## src/logic/crs_pkg.sv

```systemverilog
// Package: constants and carrier types of the CPU register set and addressing block
package crs_pkg;
  localparam int  CRS_DW         = 8;
  localparam int  CRS_AW         = 16;
  localparam int  CRS_PCW        = 14;
  localparam int  CRS_SPW        = 6;
  localparam logic [9:0]  CRS_SP_FIXED   = 10'h003;
  localparam logic [5:0]  CRS_SP_TOP     = 6'h3f;
  localparam logic [2:0]  CRS_CCR_ONES   = 3'h7;
  localparam logic [7:0]  CRS_ZERO_BYTE  = 8'h00;
  localparam logic [13:0] CRS_PC_RESET   = 14'h0000;
  localparam logic [3:0]  CRS_MUL_CYCLES = 4'hb;
  localparam logic [3:0]  CRS_MUL_STEPS  = 4'h8;
  localparam int  CRS_CCR_C      = 0;
  localparam int  CRS_CCR_Z      = 1;
  localparam int  CRS_CCR_N      = 2;
  localparam int  CRS_CCR_I      = 3;
  localparam int  CRS_CCR_H      = 4;

  typedef enum logic [2:0] {
    CRS_AM_INH  = 3'b000,
    CRS_AM_IMM  = 3'b001,
    CRS_AM_DIR  = 3'b010,
    CRS_AM_EXT  = 3'b011,
    CRS_AM_IX   = 3'b100,
    CRS_AM_IX1  = 3'b101,
    CRS_AM_IX2  = 3'b110,
    CRS_AM_REL  = 3'b111
  } crs_amode_t;

  typedef enum logic [3:0] {
    CRS_OP_NOP  = 4'h0,
    CRS_OP_ADD  = 4'h1,
    CRS_OP_ADC  = 4'h2,
    CRS_OP_SUB  = 4'h3,
    CRS_OP_SBC  = 4'h4,
    CRS_OP_AND  = 4'h5,
    CRS_OP_OR   = 4'h6,
    CRS_OP_XOR  = 4'h7,
    CRS_OP_LDA  = 4'h8,
    CRS_OP_LDX  = 4'h9,
    CRS_OP_INC_ACC = 4'ha,
    CRS_OP_SETC = 4'hb,
    CRS_OP_CLC  = 4'hc,
    CRS_OP_CMP  = 4'hd
  } crs_aluop_t;

  typedef enum logic [1:0] {
    CRS_ST_RUN  = 2'b00,
    CRS_ST_MUL  = 2'b01
  } crs_state_t;

  // Addressing request from the sequencer
  typedef struct packed {
    crs_amode_t mode;
    logic [7:0] op_hi;
    logic [7:0] op_lo;
  } crs_ea_req_t;

  // Programmer-visible register image
  typedef struct packed {
    logic [7:0]  acc;
    logic [7:0]  idx;
    logic [15:0] sp;
    logic [15:0] pc;
    logic [7:0]  ccr;
  } crs_regs_t;
endpackage

```

## src/logic/crs_ea_gen.sv

```systemverilog
// Effective-address former for the eight addressing modes
`timescale 1ns/1ps
module crs_ea_gen (
  input  wire logic                 i_clk,
  input  wire logic                 i_rstn,
  input  wire logic                 i_ce,
  input  wire crs_pkg::crs_ea_req_t i_req,
  input  wire logic [7:0]           i_idx,
  input  wire logic [13:0]          i_pc,
  output logic      [15:0]          o_ea
);
  import crs_pkg::*;

  wire logic [15:0] w_dir  = {CRS_ZERO_BYTE, i_req.op_lo};
  wire logic [15:0] w_ext  = {i_req.op_hi, i_req.op_lo};
  wire logic [15:0] w_ix   = {CRS_ZERO_BYTE, i_idx};
  wire logic [15:0] w_ix1  = {7'h00, {1'b0, i_idx} + {1'b0, i_req.op_lo}};
  wire logic [15:0] w_ix2  = {i_req.op_hi, i_req.op_lo} + {8'h00, i_idx};
  wire logic [15:0] w_rel  = {2'b00, i_pc} + {{8{i_req.op_lo[7]}}, i_req.op_lo};
  wire logic [15:0] w_sel  = (i_req.mode == CRS_AM_DIR) ? w_dir :
                             (i_req.mode == CRS_AM_EXT) ? w_ext :
                             (i_req.mode == CRS_AM_IX)  ? w_ix  :
                             (i_req.mode == CRS_AM_IX1) ? w_ix1 :
                             (i_req.mode == CRS_AM_IX2) ? w_ix2 :
                             (i_req.mode == CRS_AM_REL) ? w_rel : 16'h0000;

  // ------------------------------------------------------------
  // Registered address, top two bits dropped
  // ------------------------------------------------------------
  always_ff @(posedge i_clk) begin
    if (!i_rstn) begin
      o_ea <= 16'h0000;
    end else if (i_ce) begin
      o_ea <= {2'b00, w_sel[CRS_PCW-1:0]};
    end
  end
endmodule

```

## src/logic/crs_core.sv

```systemverilog
// Top: CPU register set, flags, multiply sequencer and address formation
`timescale 1ns/1ps
module crs_core (
  input  wire logic                 i_clk,
  input  wire logic                 i_rstn,
  input  wire logic                 i_ce,
  input  wire crs_pkg::crs_aluop_t  i_alu_op,
  input  wire logic [7:0]           i_operand,
  input  wire crs_pkg::crs_ea_req_t i_ea_req,
  input  wire logic                 i_fetch,
  input  wire logic                 i_pc_load,
  input  wire logic [15:0]          i_pc_target,
  input  wire logic                 i_branch,
  input  wire logic                 i_branch_true,
  input  wire logic                 i_push,
  input  wire logic                 i_pull,
  input  wire logic                 i_stack_pointer_reload_instr,
  input  wire logic                 i_unsigned_multiply_instr,
  input  wire logic                 i_irq,
  input  wire logic                 i_irq_taken,
  input  wire logic                 i_return_from_interrupt_instr,
  input  wire logic [7:0]           i_ccr_restore,
  input  wire logic                 i_mask_set_instr,
  input  wire logic                 i_mask_clear_instr,
  output crs_pkg::crs_regs_t        o_regs,
  output logic      [15:0]          o_ea,
  output logic      [2:0]           o_instr_len,
  output logic                      o_irq_pending,
  output logic                      o_irq_service,
  output logic                      o_mul_busy,
  output logic      [2:0]           o_entry_push_bytes
);
  import crs_pkg::*;

  // ------------------------------------------------------------
  // Register state
  // ------------------------------------------------------------
  logic [7:0]          acc_ff;
  logic [7:0]          nxt_acc;
  logic [7:0]          idx_ff;
  logic [7:0]          nxt_idx;
  logic [5:0]          sp_ff;
  logic [5:0]          nxt_sp;
  logic [13:0]         pc_ff;
  logic [13:0]         nxt_pc;
  logic                h_ff;
  logic                i_mask_ff;
  logic                n_ff;
  logic                z_ff;
  logic                c_ff;
  logic                nxt_h;
  logic                nxt_i;
  logic                nxt_n;
  logic                nxt_z;
  logic                nxt_c;
  logic                irq_meta_ff;
  logic                irq_sync_ff;
  logic                irq_latch_ff;
  crs_state_t          state_ff;
  crs_state_t          nxt_state;
  logic [3:0]          mul_cnt_ff;
  logic [15:0]         mul_prod_ff;
  logic [7:0]          mul_mcand_ff;
  logic [15:0]         nxt_prod;
  logic [3:0]          nxt_mul_cnt;

  // ------------------------------------------------------------
  // Arithmetic decode
  // ------------------------------------------------------------
  wire logic        w_is_add  = (i_alu_op == CRS_OP_ADD) || (i_alu_op == CRS_OP_ADC);
  wire logic        w_is_sub  = (i_alu_op == CRS_OP_SUB) || (i_alu_op == CRS_OP_SBC) ||
                                (i_alu_op == CRS_OP_CMP);
  wire logic        w_cin     = ((i_alu_op == CRS_OP_ADC) || (i_alu_op == CRS_OP_SBC)) & c_ff;
  // Subtraction as negative addition, borrow is inverted carry
  wire logic [7:0]  w_b       = w_is_sub ? ~i_operand : i_operand;
  wire logic        w_cin_eff = w_is_sub ? ~w_cin : w_cin;
  wire logic [4:0]  w_lo_sum  = {1'b0, acc_ff[3:0]} + {1'b0, w_b[3:0]} + {4'h0, w_cin_eff};
  wire logic [8:0]  w_sum     = {1'b0, acc_ff} + {1'b0, w_b} + {8'h00, w_cin_eff};
  wire logic [7:0]  w_inc     = acc_ff + 8'h01;
  wire logic [7:0]  w_result  = (w_is_add || w_is_sub)         ? w_sum[7:0] :
                                (i_alu_op == CRS_OP_AND)       ? (acc_ff & i_operand) :
                                (i_alu_op == CRS_OP_OR)        ? (acc_ff | i_operand) :
                                (i_alu_op == CRS_OP_XOR)       ? (acc_ff ^ i_operand) :
                                (i_alu_op == CRS_OP_INC_ACC)   ? w_inc : i_operand;
  wire logic        w_flags   = (i_alu_op != CRS_OP_NOP) && (i_alu_op != CRS_OP_SETC) &&
                                (i_alu_op != CRS_OP_CLC);
  wire logic        w_wr_acc  = w_flags && (i_alu_op != CRS_OP_LDX) && (i_alu_op != CRS_OP_CMP);
  wire logic        w_run     = (state_ff == CRS_ST_RUN);
  wire logic        w_mul_go  = w_run && i_unsigned_multiply_instr;
  wire logic        w_mul_end = (state_ff == CRS_ST_MUL) && (mul_cnt_ff == CRS_MUL_CYCLES);
  wire logic        w_irq_svc = irq_latch_ff && !i_mask_ff && w_run;
  wire logic [2:0]  w_len     = (i_ea_req.mode == CRS_AM_INH) ? 3'h1 :
                                (i_ea_req.mode == CRS_AM_IX)  ? 3'h1 :
                                (i_ea_req.mode == CRS_AM_EXT) ? 3'h3 :
                                (i_ea_req.mode == CRS_AM_IX2) ? 3'h3 : 3'h2;

  // ------------------------------------------------------------
  // Multiply datapath
  // ------------------------------------------------------------
  // Eight add-shift steps, then idle counts pad the span to eleven
  wire logic [8:0]  w_mul_top   = {1'b0, mul_prod_ff[15:8]};
  wire logic [8:0]  w_mul_hi    = mul_prod_ff[0] ? (w_mul_top + {1'b0, mul_mcand_ff}) : w_mul_top;
  wire logic [15:0] w_mul_shift = {w_mul_hi, mul_prod_ff[7:1]};
  wire logic        w_mul_step  = (state_ff == CRS_ST_MUL) && (mul_cnt_ff <= CRS_MUL_STEPS);
  assign nxt_mul_cnt = w_mul_go  ? 4'h1 :
                       w_mul_end ? 4'h0 :
                       (state_ff == CRS_ST_MUL) ? (mul_cnt_ff + 4'h1) : mul_cnt_ff;

  // ------------------------------------------------------------
  // Next-state logic
  // ------------------------------------------------------------
  always_comb begin
    nxt_acc   = acc_ff;
    nxt_idx   = idx_ff;
    nxt_h     = h_ff;
    nxt_n     = n_ff;
    nxt_z     = z_ff;
    nxt_c     = c_ff;
    nxt_state = state_ff;
    nxt_prod  = mul_prod_ff;
    case (state_ff)
      CRS_ST_RUN: begin
        if (w_mul_go) begin
          nxt_state = CRS_ST_MUL;
          nxt_prod  = {CRS_ZERO_BYTE, idx_ff};
        end else begin
          if (w_wr_acc) begin
            nxt_acc = w_result;
          end
          if (i_alu_op == CRS_OP_LDX) begin
            nxt_idx = i_operand;
          end
          if (w_flags) begin
            nxt_n = w_result[7];
            nxt_z = (w_result == CRS_ZERO_BYTE);
          end
          if (w_is_add) begin
            nxt_h = w_lo_sum[4];
            nxt_c = w_sum[8];
          end else if (w_is_sub) begin
            nxt_c = ~w_sum[8];
          end else if (i_alu_op == CRS_OP_SETC) begin
            nxt_c = 1'b1;
          end else if (i_alu_op == CRS_OP_CLC) begin
            nxt_c = 1'b0;
          end
        end
      end
      CRS_ST_MUL: begin
        // One add-shift step per cycle up to count eight; the final count, eleven, lands the result
        if (w_mul_step) begin
          nxt_prod = w_mul_shift;
        end
        if (w_mul_end) begin
          nxt_idx   = mul_prod_ff[15:8];
          nxt_acc   = mul_prod_ff[7:0];
          nxt_h     = 1'b0;
          nxt_c     = 1'b0;
          nxt_state = CRS_ST_RUN;
        end
      end
      default: begin
        nxt_state = CRS_ST_RUN;
      end
    endcase
  end

  // Mask: set on entry and reset, cleared only by instructions
  assign nxt_i = w_irq_svc                     ? 1'b1 :
                 i_return_from_interrupt_instr ? i_ccr_restore[CRS_CCR_I] :
                 i_mask_set_instr              ? 1'b1 :
                 i_mask_clear_instr            ? 1'b0 : i_mask_ff;

  // Stack: five bytes per entry, two per call, driven byte by byte
  assign nxt_sp = i_stack_pointer_reload_instr ? CRS_SP_TOP :
                  i_push                       ? sp_ff - 6'h01 :
                  i_pull                       ? sp_ff + 6'h01 : sp_ff;

  assign nxt_pc = i_irq_taken                  ? i_pc_target[CRS_PCW-1:0] :
                  i_pc_load                    ? i_pc_target[CRS_PCW-1:0] :
                  (i_branch && i_branch_true)  ? o_ea[CRS_PCW-1:0] :
                  i_fetch                      ? pc_ff + 14'h0001 : pc_ff;

  // ------------------------------------------------------------
  // Flag restore
  // ------------------------------------------------------------
  // Return reloads the stacked H, N, Z and C flags; ALU flag updates that cycle are dropped, the accumulator write is not
  wire logic        w_ret       = i_return_from_interrupt_instr;
  wire logic        w_ret_h     = w_ret ? i_ccr_restore[CRS_CCR_H] : nxt_h;
  wire logic        w_ret_n     = w_ret ? i_ccr_restore[CRS_CCR_N] : nxt_n;
  wire logic        w_ret_z     = w_ret ? i_ccr_restore[CRS_CCR_Z] : nxt_z;
  wire logic        w_ret_c     = w_ret ? i_ccr_restore[CRS_CCR_C] : nxt_c;

  // ------------------------------------------------------------
  // Registers
  // ------------------------------------------------------------
  // Index and accumulator are unaffected by reset
  always_ff @(posedge i_clk) begin
    if (i_ce) begin
      acc_ff <= nxt_acc;
      idx_ff <= nxt_idx;
      mul_prod_ff <= nxt_prod;
    end
  end

  always_ff @(posedge i_clk) begin
    if (!i_rstn) begin
      sp_ff     <= CRS_SP_TOP;
      pc_ff     <= CRS_PC_RESET;
      i_mask_ff <= 1'b1;
      state_ff  <= CRS_ST_RUN;
    end else if (i_ce) begin
      sp_ff     <= nxt_sp;
      pc_ff     <= nxt_pc;
      i_mask_ff <= nxt_i;
      state_ff  <= nxt_state;
    end
  end

  always_ff @(posedge i_clk) begin
    if (!i_rstn) begin
      h_ff <= 1'b0;
      n_ff <= 1'b0;
      z_ff <= 1'b0;
      c_ff <= 1'b0;
    end else if (i_ce) begin
      h_ff <= w_ret_h;
      n_ff <= w_ret_n;
      z_ff <= w_ret_z;
      c_ff <= w_ret_c;
    end
  end

  always_ff @(posedge i_clk) begin
    if (!i_rstn) begin
      mul_cnt_ff   <= 4'h0;
      mul_mcand_ff <= 8'h00;
    end else if (i_ce) begin
      mul_cnt_ff   <= nxt_mul_cnt;
      mul_mcand_ff <= w_mul_go ? acc_ff : mul_mcand_ff;
    end
  end

  // Request pin synchronised before the latch; set beats the service clear
  always_ff @(posedge i_clk) begin
    if (!i_rstn) begin
      irq_meta_ff  <= 1'b0;
      irq_sync_ff  <= 1'b0;
      irq_latch_ff <= 1'b0;
    end else if (i_ce) begin
      irq_meta_ff  <= i_irq;
      irq_sync_ff  <= irq_meta_ff;
      irq_latch_ff <= irq_sync_ff | (irq_latch_ff & ~w_irq_svc);
    end
  end

  // ------------------------------------------------------------
  // Address former and outputs
  // ------------------------------------------------------------
  crs_ea_gen u_ea (
    .i_clk  (i_clk),
    .i_rstn (i_rstn),
    .i_ce   (i_ce),
    .i_req  (i_ea_req),
    .i_idx  (idx_ff),
    .i_pc   (pc_ff),
    .o_ea   (o_ea)
  );

  assign o_regs.acc          = acc_ff;
  assign o_regs.idx          = idx_ff;
  assign o_regs.sp           = {CRS_SP_FIXED, sp_ff};
  assign o_regs.pc           = {2'b00, pc_ff};
  assign o_regs.ccr          = {CRS_CCR_ONES, h_ff, i_mask_ff, n_ff, z_ff, c_ff};
  assign o_instr_len         = w_len;
  assign o_irq_pending       = irq_latch_ff;
  assign o_irq_service       = w_irq_svc;
  assign o_mul_busy          = !w_run;
  assign o_entry_push_bytes  = w_irq_svc ? 3'h5 : 3'h2;
endmodule

```

## config.mk

```make
export PLATFORM = sky130hd
export DESIGN_NAME = crs_core
export DESIGN_NICKNAME = d
export VERILOG_FILES = /design/src/logic/crs_pkg.sv /design/src/logic/crs_ea_gen.sv /design/src/logic/crs_core.sv
export SDC_FILE = /design/constraint.sdc
export NUM_CORES = 1
export LEC_CHECK = 0
export BUFFER_PORTS_ARGS = -buffer_cell sky130_fd_sc_hd__buf_2
export CAP_MARGIN = 20
export CORE_ASPECT_RATIO = 1.5
export CORE_MARGIN = 3
export CORE_UTILIZATION = 48
export CTS_CLUSTER_DIAMETER = 40
export DETAILED_ROUTE_END_ITERATION = 16
export MAX_ROUTING_LAYER = met4
export PLACE_DENSITY_LB_ADDON = 0.08
export SLEW_MARGIN = 30
export SYNTH_ARGS = -nofsm -noshare
export SYNTH_HDL_FRONTEND = slang
export SYNTH_SLANG_ARGS = --single-unit
```

## constraint.sdc

```tcl
create_clock -name i_clk -period 5.1 [get_ports i_clk]
set_input_delay 1.02 -clock i_clk [delete_from_list [all_inputs] [get_ports i_clk]]
set_output_delay 1.02 -clock i_clk [all_outputs]
set_load 0.01 [all_outputs]
```

==> results.toml <==
[route]
drc = 0
dr_wl_met2_um = 12300
wl_per_cell_um = 18.7
highest_layer = "met4"
drt-vias-per-instance = 5.78
vias = 7255
drtIter0Drc = 444
wl_met1_um = 9200
routed_wl_um = 23500
dr_wl_met3_um = 969
dr.pass1.iters = 5
ant_nets = 0

[worst_setup_path]
cp.required_ns = 5.36
crit-reg2reg-launch = "acc_ff[0]"
rr_endpoint = "c_ff"
worstPathArrival_ns = 4.42
crit_path_max_fanout = 26
critPathLaunchType = "input port"
ff2ff_setup_slack_ns = 2.05
reg2reg_depth = 11
critPathKind = "input port to flip-flop"
end_kind = "flip-flop"

[synth]
synth_compound_area_frac = 0.246
muxShareOfSynthArea = 0.0289
synth.ff_latch_count = 87
synth_edf_count = 32
synth-simple-area-share = 0.195
yosys_warnings = 0
synthAdderAreaFrac = 0.115
postSynthCellCount = 964
synth_cell_types = 74
synthFlopType = "dfxtp_1"
synth_top_family_by_area = "compound AO/OA/AOI/OAI gates"
ys_async_sr_fraction = 0
syn_avg_cell_area_um2 = 7.96
ys_seq_area_frac = 0.269
syn_area_um2 = 7670
synthXorXnorAreaFrac = 0.0683

[finish]
antenna_cells = 0
drive_gt1_frac = 0.163
syn_to_final_growth_pct = 11.8
final_core_util = 0.549
final_net_count = 1186

[power]
p_sw_mw = 0.704
ir_worst_vdd_mv = 0.136
p_per_area_nw_per_um2 = 246
p_sw_frac = 0.334
p_comb_frac = 0.290
sequentialPowerShare = 0.392
p_clk_frac = 0.318
p_int_mw = 1.40
p_leak_nw = 3.69

[worst_hold_path]
hold_path_class = "flip-flop to flip-flop"
holdPathStages = 2
min_from = "sp_ff[5]"
min_to = "sp_ff[5]"

[timing]
period_minus_slack_ns = 4.16
min_period_over_period = 0.815
setup_viol = 0
slew_headroom = 0.333
hold_viol = 0
rsz0062_at_grt = "false"
max_freq_ghz = 0.241
drv_slew = 0
fin_skew_ns = 0.0146
worstMarginPinSlew_ns = 1.00
fin_setup_tns_ns = 0

[floorplanning]
ios = 152
coreArea_um2 = 15600
initial_utilization = 0.491
dieWidth_um = 109
die_h_um = 161
rows = 56
dieArea_um2 = 17600

[clocking]
cts_max_level = 3
clk_latency_ns = 0.35
cts_resized = 0
cts_max_path_buffers = 2
cts_root_buf = "clkbuf_16"
tritoncts = "built"
cts_buffers = 9
hold_buffers = 0
path_clk_slew_ns = 0.06
cts.sinks = 87
post_cts_buffers = 0

[grt]
grt_pass1_wl_um = 36400
grt.total_usage = 0.273
antenna_found_initial = 0
grt_pass1_vias = 6849
grt_max_degree = 47
grt_overflow_total = 0

[place]
gp_congestion = 0.981
io_buffers = 126
dp_hpwl_um = 18100

[outcome]
status = "finished clean"

[run]
max-cap-violations = 0
[layout by cell type, fill, tap and decap left out, drive strengths merged, types with 32 or more instances in the layout]
cell type / Yosys / final
nor2: 106 / 106
inv: 48 / 50
ha: 61 / 61
o21ai: 73 / 73
buf: 42 / 133
edfxtp: 32 / 32
dfxtp: 55 / 55
a21oi: 65 / 65
nand2: 78 / 78
nand3: 35 / 35
xnor2: 38 / 38
[how the worst max path moves through the flow]
stage | startpoint | endpoint | slack [ns] | cells past startpoint
4_1_cts | i_alu_op[1] | c_ff | 0.99 | 14
3_5_place_dp | i_alu_op[1] | c_ff | 0.61 | 14
2_1_floorplan | i_alu_op[2] | c_ff | 0.87 | 16
6_report | i_alu_op[1] | c_ff | 0.94 | 14
5_1_grt | i_alu_op[1] | c_ff | 0.61 | 14
3_3_place_gp | i_alu_op[1] | c_ff | 0.67 | 14
[registers in the layout, indices dropped and copies added (netlist names)]
signal,flops
acc_ff,8
c_ff,1
h_ff,1
i_mask_ff,1
idx_ff,8
irq_meta_ff,1
irq_sync_ff,1
mul_cnt_ff,4
mul_mcand_ff,8
mul_prod_ff,16
n_ff,1
o_irq_pending,1
pc_ff,14
sp_ff,6
state_ff,1
u_ea.o_ea,14
z_ff,1
[worst max-delay path, stage by stage]
cell,delay (ns)
buf_2,0.37
nand2_1,0.21
o32a_1,0.39
xnor2_1,0.21
fa_1,0.24
inv_1,0.06
fa_1,0.40
a21o_1,0.20
a22o_1,0.24
o41ai_4,0.33
mux2_2,0.38
o32ai_1,0.12
a221oi_1,0.11
nor3_1,0.13
[through the flow]
step | area (um^2) | power (mW) | std cells | setup WS (ns) | hold WS (ns)
after floorplan | 7730 | 1.27 | 980 | 0.867 | 0.459
after global placement | 8270 | 1.44 | 1240 | 0.669 | 0.482
after detailed placement | 8280 | 1.45 | 1240 | 0.608 | 0.486
after CTS | 8570 | 2.12 | 1256 | 0.988 | 0.502
after global routing | 8580 | 2.22 | 1256 | 0.613 | 0.532
final | 8580 | 2.11 | 1256 | 0.943 | 0.496
[layout make-up]
cell class | count | area [um^2]
Fill cell | 1566 | 7050
Multi-Input combinational cell | 768 | 5100
Sequential cell | 87 | 2060
Timing Repair Buffer | 133 | 683
Tap cell | 203 | 254
Clock buffer | 11 | 233
Inverter | 49 | 184
Clock inverter | 5 | 56.3
[per-layer routing]
layer,up-vias,GRT usage
li1,3610,-
met1,3400,0.304
met2,196,0.484
met3,49,0.0318
met4,0,0.119
met5,-,-
[logic make-up (layout without fill, tap and decap cells)]
family / Yosys count / after routing
flip-flops: 87 / 87
AO/OA/AOI/OAI: 282 / 282
adder cells (fa/ha/maj): 67 / 67
AND/OR/NAND/NOR: 321 / 321
buffers and inverters: 125 / 198
other: 2 / 18
XOR/XNOR: 59 / 59
multiplexers: 21 / 21
[synthesized netlist by cell type (all sizes together), types with 3 or more instances]
| master | count | area share |
|---|---|---|
| or3 | 5 | 0.0041 |
| nor3 | 29 | 0.019 |
| a31oi | 13 | 0.011 |
| and3 | 9 | 0.0073 |
| o21ai | 73 | 0.049 |
| nand2 | 78 | 0.038 |
| mux2 | 9 | 0.013 |
| edfxtp | 32 | 0.13 |
| o221ai | 6 | 0.0068 |
| nor3b | 3 | 0.0029 |
| a21o | 16 | 0.016 |
| nand3 | 35 | 0.023 |
| nor2b | 18 | 0.015 |
| a311o | 3 | 0.0039 |
| xor2 | 21 | 0.025 |
| mux2i | 12 | 0.016 |
| a21oi | 65 | 0.042 |
| nor2 | 106 | 0.052 |
| a32oi | 5 | 0.0057 |
| a22oi | 6 | 0.0059 |
| nand3b | 4 | 0.0039 |
| and4 | 4 | 0.0046 |
| o22ai | 5 | 0.0041 |
| a221o | 3 | 0.0039 |
| dfxtp | 55 | 0.14 |
| clkbuf | 34 | 0.017 |
| fa | 6 | 0.016 |
| o21a | 13 | 0.013 |
| o211ai | 14 | 0.014 |
| ha | 61 | 0.099 |
| nand4 | 5 | 0.0041 |
| inv | 48 | 0.023 |
| xnor2 | 38 | 0.043 |
| nand2b | 15 | 0.012 |
| a211oi | 28 | 0.029 |
| and2 | 3 | 0.0024 |
| buf | 42 | 0.036 |
| a221oi | 9 | 0.010 |
[power groups by stage]
stage	Combinational, mW	Sequential [mW]	Clock [mW]
2_1_floorplan	0.445	0.826	0
3_3_place_gp	0.602	0.840	0
3_5_place_dp	0.607	0.840	0
4_1_cts	0.610	0.825	0.683
5_1_grt	0.684	0.830	0.709
6_report	0.611	0.825	0.670
Note: power is estimated with default switching activity, not from simulation.
